**config.mk**
```make
export PLATFORM = sky130hd
export DESIGN_NAME = ddc_top
export DESIGN_NICKNAME = d
export VERILOG_FILES = /design/src/shared/ddc_pkg.sv /design/src/rtl/ddc_top.sv
export SDC_FILE = /design/constraint.sdc
export NUM_CORES = 1
export LEC_CHECK = 0
export BUFFER_PORTS_ARGS = -buffer_cell sky130_fd_sc_hd__buf_2
export CAP_MARGIN = 20
export CELL_PAD_IN_SITES_DETAIL_PLACEMENT = 0
export CELL_PAD_IN_SITES_GLOBAL_PLACEMENT = 1
export CORE_MARGIN = 3
export CORE_UTILIZATION = 45
export CTS_CLUSTER_DIAMETER = 60
export DETAILED_ROUTE_END_ITERATION = 10
export PLACE_DENSITY_LB_ADDON = 0.08
export SKIP_LAST_GASP = 1
export SYNTH_ARGS = -nofsm -noshare
export SYNTH_HDL_FRONTEND = slang
export SYNTH_SLANG_ARGS = --single-unit
```
**constraint.sdc**
```tcl
create_clock -name CLOCK -period 4.8 [get_ports CLOCK]
set_input_delay 0.24 -clock CLOCK [delete_from_list [all_inputs] [get_ports CLOCK]]
set_output_delay 0.24 -clock CLOCK [all_outputs]
set_load 0.01 [all_outputs]
```
**src/shared/ddc_pkg.sv**
```systemverilog
// Purpose: constants and types for the dual channel converter control
// Assumes: one system clock; conversion and slow clocks arrive as pins
// Notes: offsets are byte addresses on the plain register port
// Contract
// global enable bit written one enables, written zero disables
// soft reset bit returns all registers to reset and disables
// channel settings apply while enabled, change only while disabled
// each channel runs only when its own enable bit is one
// align bit one uses data bits 31:20, zero uses bits 11:0
// standby run bit keeps a channel working in standby, else halted
// dither select bit switches the channel dithering mode on or off
// after enable each channel waits a startup time, then sets ready
// starts requested while ready is zero are discarded
// reference field picks internal, analog supply or external; internal at reset
// new data from bus write or buffer transfer starts a conversion
// a conversion lasts twenty-four conversion clock periods
// conversion end sets the channel done flag
// next start allowed twelve periods after the last; earlier ones wait
// refresh field times slow clock sets refresh period; zero off, one reserved
// idle refresh period expiry reconverts the current data value
// in standby refresh continues only with standby run set
// a data write during a refresh conversion waits for the next slot
// differential bit makes both channels convert channel zero data together
// differential data is two's complement, bit 11 sign, software supplies it
// in differential mode channel zero settings drive both channels
// two-bit current field sets output buffer bias per channel
// control b, event and channel registers ignore writes while enabled
// start event, resynchronised, copies buffer to data when ready, then converts
// the refresh counter restarts whenever a conversion starts
package ddc_pkg;
  // register offsets
  localparam logic [7:0] OFS_CTRL_A = 8'h00;
  localparam logic [7:0] OFS_CTRL_B = 8'h04;
  localparam logic [7:0] OFS_EVCTRL = 8'h08;
  localparam logic [7:0] OFS_STATUS = 8'h0c;
  localparam logic [7:0] OFS_CHCTL0 = 8'h10;
  localparam logic [7:0] OFS_CHCTL1 = 8'h14;
  localparam logic [7:0] OFS_DATA0 = 8'h18;
  localparam logic [7:0] OFS_DATA1 = 8'h1c;
  localparam logic [7:0] OFS_BUF0 = 8'h20;
  localparam logic [7:0] OFS_BUF1 = 8'h24;
  // control a / control b field positions
  localparam int SRST_BIT = 0;
  localparam int EN_BIT = 1;
  localparam int DIFFERENTIAL_BIT_BIT = 0;
  localparam int REFERENCE_SELECT_FIELD_LSB = 1;
  // channel control field positions
  localparam int CH_EN_BIT = 0;
  localparam int ALIGN_BIT = 1;
  localparam int DITHER_BIT = 2;
  localparam int STBY_BIT = 3;
  localparam int CUR_LSB = 4;
  localparam int REFR_LSB = 8;
  // status field positions
  localparam int READY_LSB = 0;
  localparam int DONE_LSB = 8;
  // reference select codes and reset values
  localparam logic [1:0] REF_INTERNAL = 2'h0;
  localparam logic [1:0] REF_SUPPLY = 2'h1;
  localparam logic [1:0] REF_EXTERNAL = 2'h2;
  localparam logic [15:0] CFG_RST = 16'h0000;
  // timing in conversion clock periods, then the differential sign flip mask
  localparam logic [4:0] CONV_TICKS = 5'(12 * 2);
  localparam logic [3:0] PIPE_TICKS = 4'hc;
  localparam logic [7:0] STARTUP_TICKS_DEF = 8'h10;
  localparam logic [11:0] SIGN_FLIP = 12'h800;

  typedef struct packed {
    logic [7:0] addr;
    logic [31:0] wdata;
    logic wr;
    logic rd;
  } ddc_req_t;

  typedef struct packed {
    logic [1:0] on;
    logic [1:0] start;
    logic [1:0] dither;
    logic [1:0] cur0;
    logic [1:0] cur1;
    logic [11:0] code0;
    logic [11:0] code1;
    logic [1:0] reference_select_field;
    logic differential_bit;
  } ddc_core_t;

  typedef struct packed {
    logic [11:0] data;
    logic [11:0] bufv;
    logic ready;
    logic [7:0] up_cnt;
    logic busy;
    logic [4:0] conv_cnt;
    logic [3:0] pipe_cnt;
    logic pend;
    logic pend_buf;
    logic done;
    logic [3:0] ref_cnt;
    logic [11:0] code;
    logic start;
  } ddc_chan_t;

  typedef struct packed {
    logic enable;
    logic differential_bit;
    logic [1:0] reference_select_field;
    logic [1:0] ev_en;
    logic [1:0][15:0] cfg;
    ddc_chan_t [1:0] ch;
    logic [4:0] s1;
    logic [4:0] s2;
    logic [4:0] s3;
    logic [31:0] rdata;
    ddc_core_t core;
  } ddc_state_t;
endpackage

```
**src/rtl/ddc_top.sv**
```systemverilog
// Purpose: dual channel converter control: registers, startup, start pacing, refresh
// Assumes: conversion clock, slow clock, start events and standby are asynchronous pins
// Notes: read data stands only in the cycle after the read strobe
//
// The strobed register port and the placing of the registers were chosen for this implementation.
`timescale 1ns/10ps
module ddc_top
  import ddc_pkg::*;
#(
  parameter logic [7:0] STARTUP_TICKS = STARTUP_TICKS_DEF
) (
  input wire logic CLOCK,
  input wire logic RST_N,
  input wire ddc_req_t REQ,
  output logic [31:0] RDATA,
  input wire logic CONV_CLK,
  input wire logic SLOW_CLK,
  input wire logic [1:0] START_EV,
  input wire logic STANDBY,
  output ddc_core_t CORE
);
  ddc_state_t s;
  ddc_state_t n;
  ddc_chan_t ch;
  logic conv_tick;
  logic slow_tick;
  logic stby;
  logic [1:0] ev_edge;
  logic [15:0] cf;
  logic act;
  logic go;
  logic fin;
  logic [3:0] refr;
  logic cfg_wr_ok;

  // sample picked from a bus word by alignment
  function automatic logic [11:0] pick(input logic [31:0] w, input logic left);
    return left ? w[31:20] : w[11:0];
  endfunction

  // sample placed into a read word by alignment
  function automatic logic [31:0] place(input logic [11:0] d, input logic left);
    return left ? {d, 20'h00000} : {20'h00000, d};
  endfunction

  // edges of the synchronised pins, read from second and third stages only
  assign conv_tick = s.s2[0] & ~s.s3[0];
  assign slow_tick = s.s2[1] & ~s.s3[1];
  assign ev_edge = s.s2[3:2] & ~s.s3[3:2];
  assign stby = s.s2[4];
  assign cfg_wr_ok = REQ.wr & ~s.enable;

  // next state of the whole block
  always_comb begin
    n = s;
    ch = '0;
    cf = '0;
    act = 1'b0;
    go = 1'b0;
    fin = 1'b0;
    refr = '0;
    n.s1 = {STANDBY, START_EV, SLOW_CLK, CONV_CLK};
    n.s2 = s.s1;
    n.s3 = s.s2;
    // global enable follows software
    if (REQ.wr && REQ.addr == OFS_CTRL_A) begin
      n.enable = REQ.wdata[EN_BIT];
    end
    // enable-protected registers
    if (cfg_wr_ok) begin
      unique case (REQ.addr)
        OFS_CTRL_B: begin
          n.differential_bit = REQ.wdata[DIFFERENTIAL_BIT_BIT];
          n.reference_select_field = REQ.wdata[REFERENCE_SELECT_FIELD_LSB +: 2];
        end
        OFS_EVCTRL: n.ev_en = REQ.wdata[1:0];
        OFS_CHCTL0: n.cfg[0] = REQ.wdata[15:0];
        OFS_CHCTL1: n.cfg[1] = REQ.wdata[15:0];
        default: n.ev_en = s.ev_en;
      endcase
    end
    // per channel sequencing
    for (int i = 0; i < 2; i++) begin
      cf = (s.differential_bit && i == 1) ? s.cfg[0] : s.cfg[i];
      ch = s.ch[i];
      ch.start = 1'b0;
      refr = cf[REFR_LSB +: 4];
      act = s.enable & cf[CH_EN_BIT] & ~(stby & ~cf[STBY_BIT]); // see R4
      // buffer and data writes
      if (REQ.wr && REQ.addr == (i == 0 ? OFS_BUF0 : OFS_BUF1)) begin
        ch.bufv = pick(REQ.wdata, cf[ALIGN_BIT]);
      end
      if (REQ.wr && REQ.addr == (i == 0 ? OFS_DATA0 : OFS_DATA1)) begin
        ch.data = pick(REQ.wdata, cf[ALIGN_BIT]);
        ch.pend = ch.ready; // see R11 see R9
      end
      // resynchronised start event asks for a buffer transfer
      if (ev_edge[i] && s.ev_en[i] && ch.ready) begin
        ch.pend_buf = 1'b1;
      end
      // startup wait after enable
      if (!act) begin
        ch.ready = 1'b0;
        ch.up_cnt = '0;
        ch.pend = 1'b0;
        ch.pend_buf = 1'b0;
        ch.ref_cnt = '0;
      end else if (!ch.ready && conv_tick) begin
        if (ch.up_cnt == STARTUP_TICKS - 8'h01) begin
          ch.ready = 1'b1;
        end else begin
          ch.up_cnt = ch.up_cnt + 8'h01;
        end
      end
      // refresh timer on the slow clock
      if (act && ch.ready && refr > 4'h1 && slow_tick) begin // see R15
        if (ch.ref_cnt == refr - 4'h1) begin
          ch.pend = 1'b1;
        end else begin
          ch.ref_cnt = ch.ref_cnt + 4'h1;
        end
      end
      // pipeline spacing counter
      if (ch.pipe_cnt != 4'h0 && conv_tick) begin
        ch.pipe_cnt = ch.pipe_cnt - 4'h1;
      end
      fin = ch.busy && conv_tick && ch.conv_cnt == CONV_TICKS - 5'h01;
      if (ch.busy && conv_tick && !fin) begin
        ch.conv_cnt = ch.conv_cnt + 5'h01;
      end
      // launch when ready and the pipeline slot is free
      go = ch.ready && (ch.pend || ch.pend_buf) && ch.pipe_cnt == 4'h0;
      if (go) begin
        if (ch.pend_buf) begin
          ch.data = ch.bufv;
        end
        ch.code = s.differential_bit ? (ch.data ^ SIGN_FLIP) : ch.data;
        ch.start = 1'b1;
        ch.busy = 1'b1;
        ch.conv_cnt = '0;
        ch.pipe_cnt = PIPE_TICKS;
        ch.pend = 1'b0;
        ch.pend_buf = 1'b0;
        ch.done = 1'b0;
        ch.ref_cnt = '0;
      end
      // completion sets the flag after any clear
      if (fin) begin
        ch.done = 1'b1;
        if (!go) begin
          ch.busy = 1'b0;
        end
      end
      n.ch[i] = ch;
      n.core.on[i] = act;
      n.core.dither[i] = cf[DITHER_BIT];
      if (i == 0) begin
        n.core.cur0 = cf[CUR_LSB +: 2];
      end else begin
        n.core.cur1 = cf[CUR_LSB +: 2];
      end
    end
    // differential: channel one mirrors channel zero with inverted code
    if (s.differential_bit) begin
      n.ch[1] = n.ch[0];
      n.ch[1].code = ~n.ch[0].code;
    end
    n.core.start = {n.ch[1].start, n.ch[0].start};
    n.core.code0 = n.ch[0].code;
    n.core.code1 = n.ch[1].code;
    n.core.reference_select_field = s.reference_select_field;
    n.core.differential_bit = s.differential_bit;
    // read data for the cycle after the strobe
    n.rdata = '0;
    if (REQ.rd) begin
      unique case (REQ.addr)
        OFS_CTRL_A: n.rdata = {30'h0, s.enable, 1'b0};
        OFS_CTRL_B: n.rdata = {29'h0, s.reference_select_field, s.differential_bit};
        OFS_EVCTRL: n.rdata = {30'h0, s.ev_en};
        OFS_STATUS: n.rdata = {22'h0, s.ch[1].done, s.ch[0].done, 6'h0,
                               s.ch[1].ready, s.ch[0].ready};
        OFS_CHCTL0: n.rdata = {16'h0, s.cfg[0]};
        OFS_CHCTL1: n.rdata = {16'h0, s.cfg[1]};
        OFS_DATA0: n.rdata = place(s.ch[0].data, s.cfg[0][ALIGN_BIT]);
        OFS_DATA1: n.rdata = place(s.ch[1].data, s.cfg[1][ALIGN_BIT]);
        OFS_BUF0: n.rdata = place(s.ch[0].bufv, s.cfg[0][ALIGN_BIT]);
        OFS_BUF1: n.rdata = place(s.ch[1].bufv, s.cfg[1][ALIGN_BIT]);
        default: n.rdata = '0;
      endcase
    end
    // soft reset returns every register to reset, keeping the synchronisers
    if (REQ.wr && REQ.addr == OFS_CTRL_A && REQ.wdata[SRST_BIT]) begin
      n = '0;
      n.cfg = {CFG_RST, CFG_RST};
      n.reference_select_field = REF_INTERNAL;
      n.s1 = {STANDBY, START_EV, SLOW_CLK, CONV_CLK};
      n.s2 = s.s1;
      n.s3 = s.s2;
    end
  end

  // state register
  always_ff @(posedge CLOCK) begin
    if (!RST_N) begin
      s <= '0;
    end else begin
      s <= n;
    end
  end

  assign RDATA = s.rdata;
  assign CORE = s.core;
endmodule

```
==> impl_metrics.csv <==
group,metric,value,unit
floorplanning,die_x,162.1,um
power,switching_share,21.88,%
routing,ant_nets,0,
synth,yosysUniqueCellTypes,82,
setup_path,worstSetupPathType,"reg -> reg",
clock_network,cts_resized,0,
routing,drt-total-wl,31.91,mm
min_path,min_path_type,"in -> reg",
synth,postSynthCellCount,1273,
run_status,status,"finished, final reports clean",
setup_path,cpMaxStageDelayCell,"dfxtp_2",
sta,setup_violations,0,
power,power_frac_comb,3.2,%
setup_path,endpoint_kind,"flop",
sta,fmax,0.2918,GHz
synth,synthArstFlopShare,0,%
global_route,grt_pass1_vias,8849,
sta,rsz0062_at_grt,"no",
clock_network,cts_made_buffers,25,
floorplanning,coreArea,23680,um^2
clock_network,path_clk_slew,0.06,ns
sta,period_needed,3.427,ns
global_route,overflow,0,
floorplanning,start_util,46.31,%
synth,ys_ff_latch,217,
setup_path,path_buf_inv,1,
floorplanning,die_area,26280,um^2
floorplanning,row_count,56,
clock_network,cts_tree,"yes",
power,vdd.ir_drop.worst,0.2967,mV
place,io_buffers,109,
global_route,grt_pass1_wl,50.03,mm
setup_path,max_stage_delay,0.66,ns
finish,area_growth,11.66,%
run,drv_cap,0,
setup_path,required,5.22,ns
finish,antennaDiodeCount,0,
setup_path,path_cells,"mux2_2 > inv_1 > ha_1 > xor2_1 > xnor2_1 > a2111oi_0 > a211o_2 > nand4b_4 > a21oi_2 > nor2b_1 > o31a_1",
power,pwr-share-seq,46.6,%
place,globalplace.congestion,0.8727,
routing,vias,9113,
setup_path,crit_family,"compound AO/OA/AOI/OAI gates",
power,switchingPower,849.1,uW
setup_path,cp-start-kind,"flop",
finish,final_cell_area,12250,um^2
finish,fill_cells,2334,
synth,synth_warnings,0,
clock_network,clk_latency,0.53,ns
finish,fin_cells,1642,
place,placedCellCount,1588,
sta,worstMarginPinSlew,0.9760,ns
power,total_power,3881,uW
synth,syn_area_per_cell,8.615,um^2
synth,synth_seq_area_share,39.61,%
finish,drive_above_1_share,17.23,%
routing,drtIter0Drc,691,
synth,ys.flop_type,"dfxtp_1",
finish,fin_nets,1367,
routing,vias_per_cell,5.550,
floorplanning,dieHeight,162.1,um
sta,hold_viol_final,0,
power,power.density,317.0,nW/um^2
setup_path,reg2reg_setup_slack,1.37,ns
floorplanning,top_level_ports,118,
power,internal_power,3032,uW
routing,routedWlPerCell,19.43,um
global_route,grt_max_degree,82,
global_route,grt_usage,23.78,%
power,p_clk_share,50.1,%
power,power.leakage,0.005027,uW
place,postPlaceCellArea,11310,um^2
sta,whs,0.02220,ns
routing,first_pass_iters,5,
routing,drcViolationCount,0,
clock_network,cts_sinks,217,
setup_path,cp_max_fo,16,
sta,period_share,71.40,%
sta,slew_violations,0,
place,post-dp-hpwl,22.42,mm
clock_network,cts-root-buf,"clkbuf_16",
finish,most-common-layout-cells,"dfxtp_1 (216), nor2_1 (163), nand2_1 (136)",
sta,relSlewSlack,33.07,%
sta,clock_skew,0.01645,ns
clock_network,clock_path_buffers,3,
synth,syn_area,10970,um^2
sta,setup_tns,0,ns
global_route,grt_antenna_before_repair,0,
finish,final_common_cell,"dfxtp_1",
synth,synth_edf_count,0,
clock_network,htree_levels,1,
setup_path,cp.arrival,3.85,ns
worst min-delay path, cell delays in order:
cell,delay [ns]
buf_2,0.14
nand2_1,0.06
a21oi_1,0.05
repair_timing:
item / in CTS / in global routing
buffers inserted: 0 / 0
endpoints found under the hold margin: 14 / 0
hold buffers: 10 / 0
flip-flops by register name, summed over array words and instances (netlist names):
register / cells
s: 152
CORE: 37
RDATA: 28
metal layers:
layer	global-route usage (%)	wire length (um)	up-vias
met5	0	0	-
met4	4.808	590	0
met3	2.805	1567	38
met2	37.45	13990	225
met1	35.25	15760	4362
li1	-	-	4488
final timing paths:
| check | cells after the start | start | endpoint |
|---|---|---|---|
| setup / recovery | 11 | s[246] | s[164] |
| hold / removal | 3 | REQ[12] | s[220] |
| setup reg to reg | 11 | s[246] | s[164] |
| hold reg to reg | 1 | s[83] | s[78] |
final cells by class:
cell class | instances | area [um^2] | area share, %
Multi-Input combinational cell | 896 | 5749 | 46.95
Clock buffer | 36 | 706.9 | 5.773
Tap cell | 319 | 399.1 | 3.259
Timing Repair Buffer | 144 | 833.3 | 6.805
Inverter | 22 | 82.58 | 0.6744
Clock inverter | 8 | 128.9 | 1.052
Sequential cell | 217 | 4345 | 35.49
metrics by stage:
step / setup WS [ns] / utilization [%]
after floorplan: 1.166 / -
after global placement: 1.419 / 47.75
after detailed placement: 1.372 / 47.75
after CTS: 1.374 / 51.71
after global routing: 1.042 / 51.71
final: 1.373 / 51.71
synthesized netlist by cell type (7+ instances only):
cell,number,area [um^2]
a211oi_1,9,67.56
mux2i_1,92,920.9
nand2_1,136,510.5
clkbuf_1,46,172.7
nor3_1,24,120.1
o21ai_0,26,130.1
nor2_1,164,615.6
o211ai_1,14,105.1
inv_1,19,71.32
a22o_1,9,78.83
nand2b_1,10,62.56
nor2b_1,7,43.79
buf_2,9,45.04
mux2_2,32,360.4
a21oi_1,90,450.4
dfxtp_1,217,4344
xnor2_1,22,192.7
xor2_1,15,131.4
a2bb2oi_1,8,70.07
buf_1,11,41.29
ha_1,12,150.1
and2_1,31,193.9
buf_4,74,555.5
a22oi_1,41,307.8
nand3_1,26,130.1
and3_1,15,93.84
power groups by stage:
stage                     registers, uW  clock network (uW)  logic [uW]
after floorplan                    1850                   0        61.8
after global placement             1850                   0         118
after detailed placement           1850                   0         118
after CTS                          1810                1980         125
after global routing               1810                2050         136
final                              1810                1950         126
logic make-up after synthesis:
family	after synthesis	synth area share (%)
xor+xnor	37	2.955
simple gates	454	19.33
flops	217	39.61
compound gates	264	16.53
buf+inv	163	8.283
other cells	1	0.03419
fa+ha+maj	12	1.369
mux	125	11.89
No activity file was read; power rests on OpenSTA's default activity.
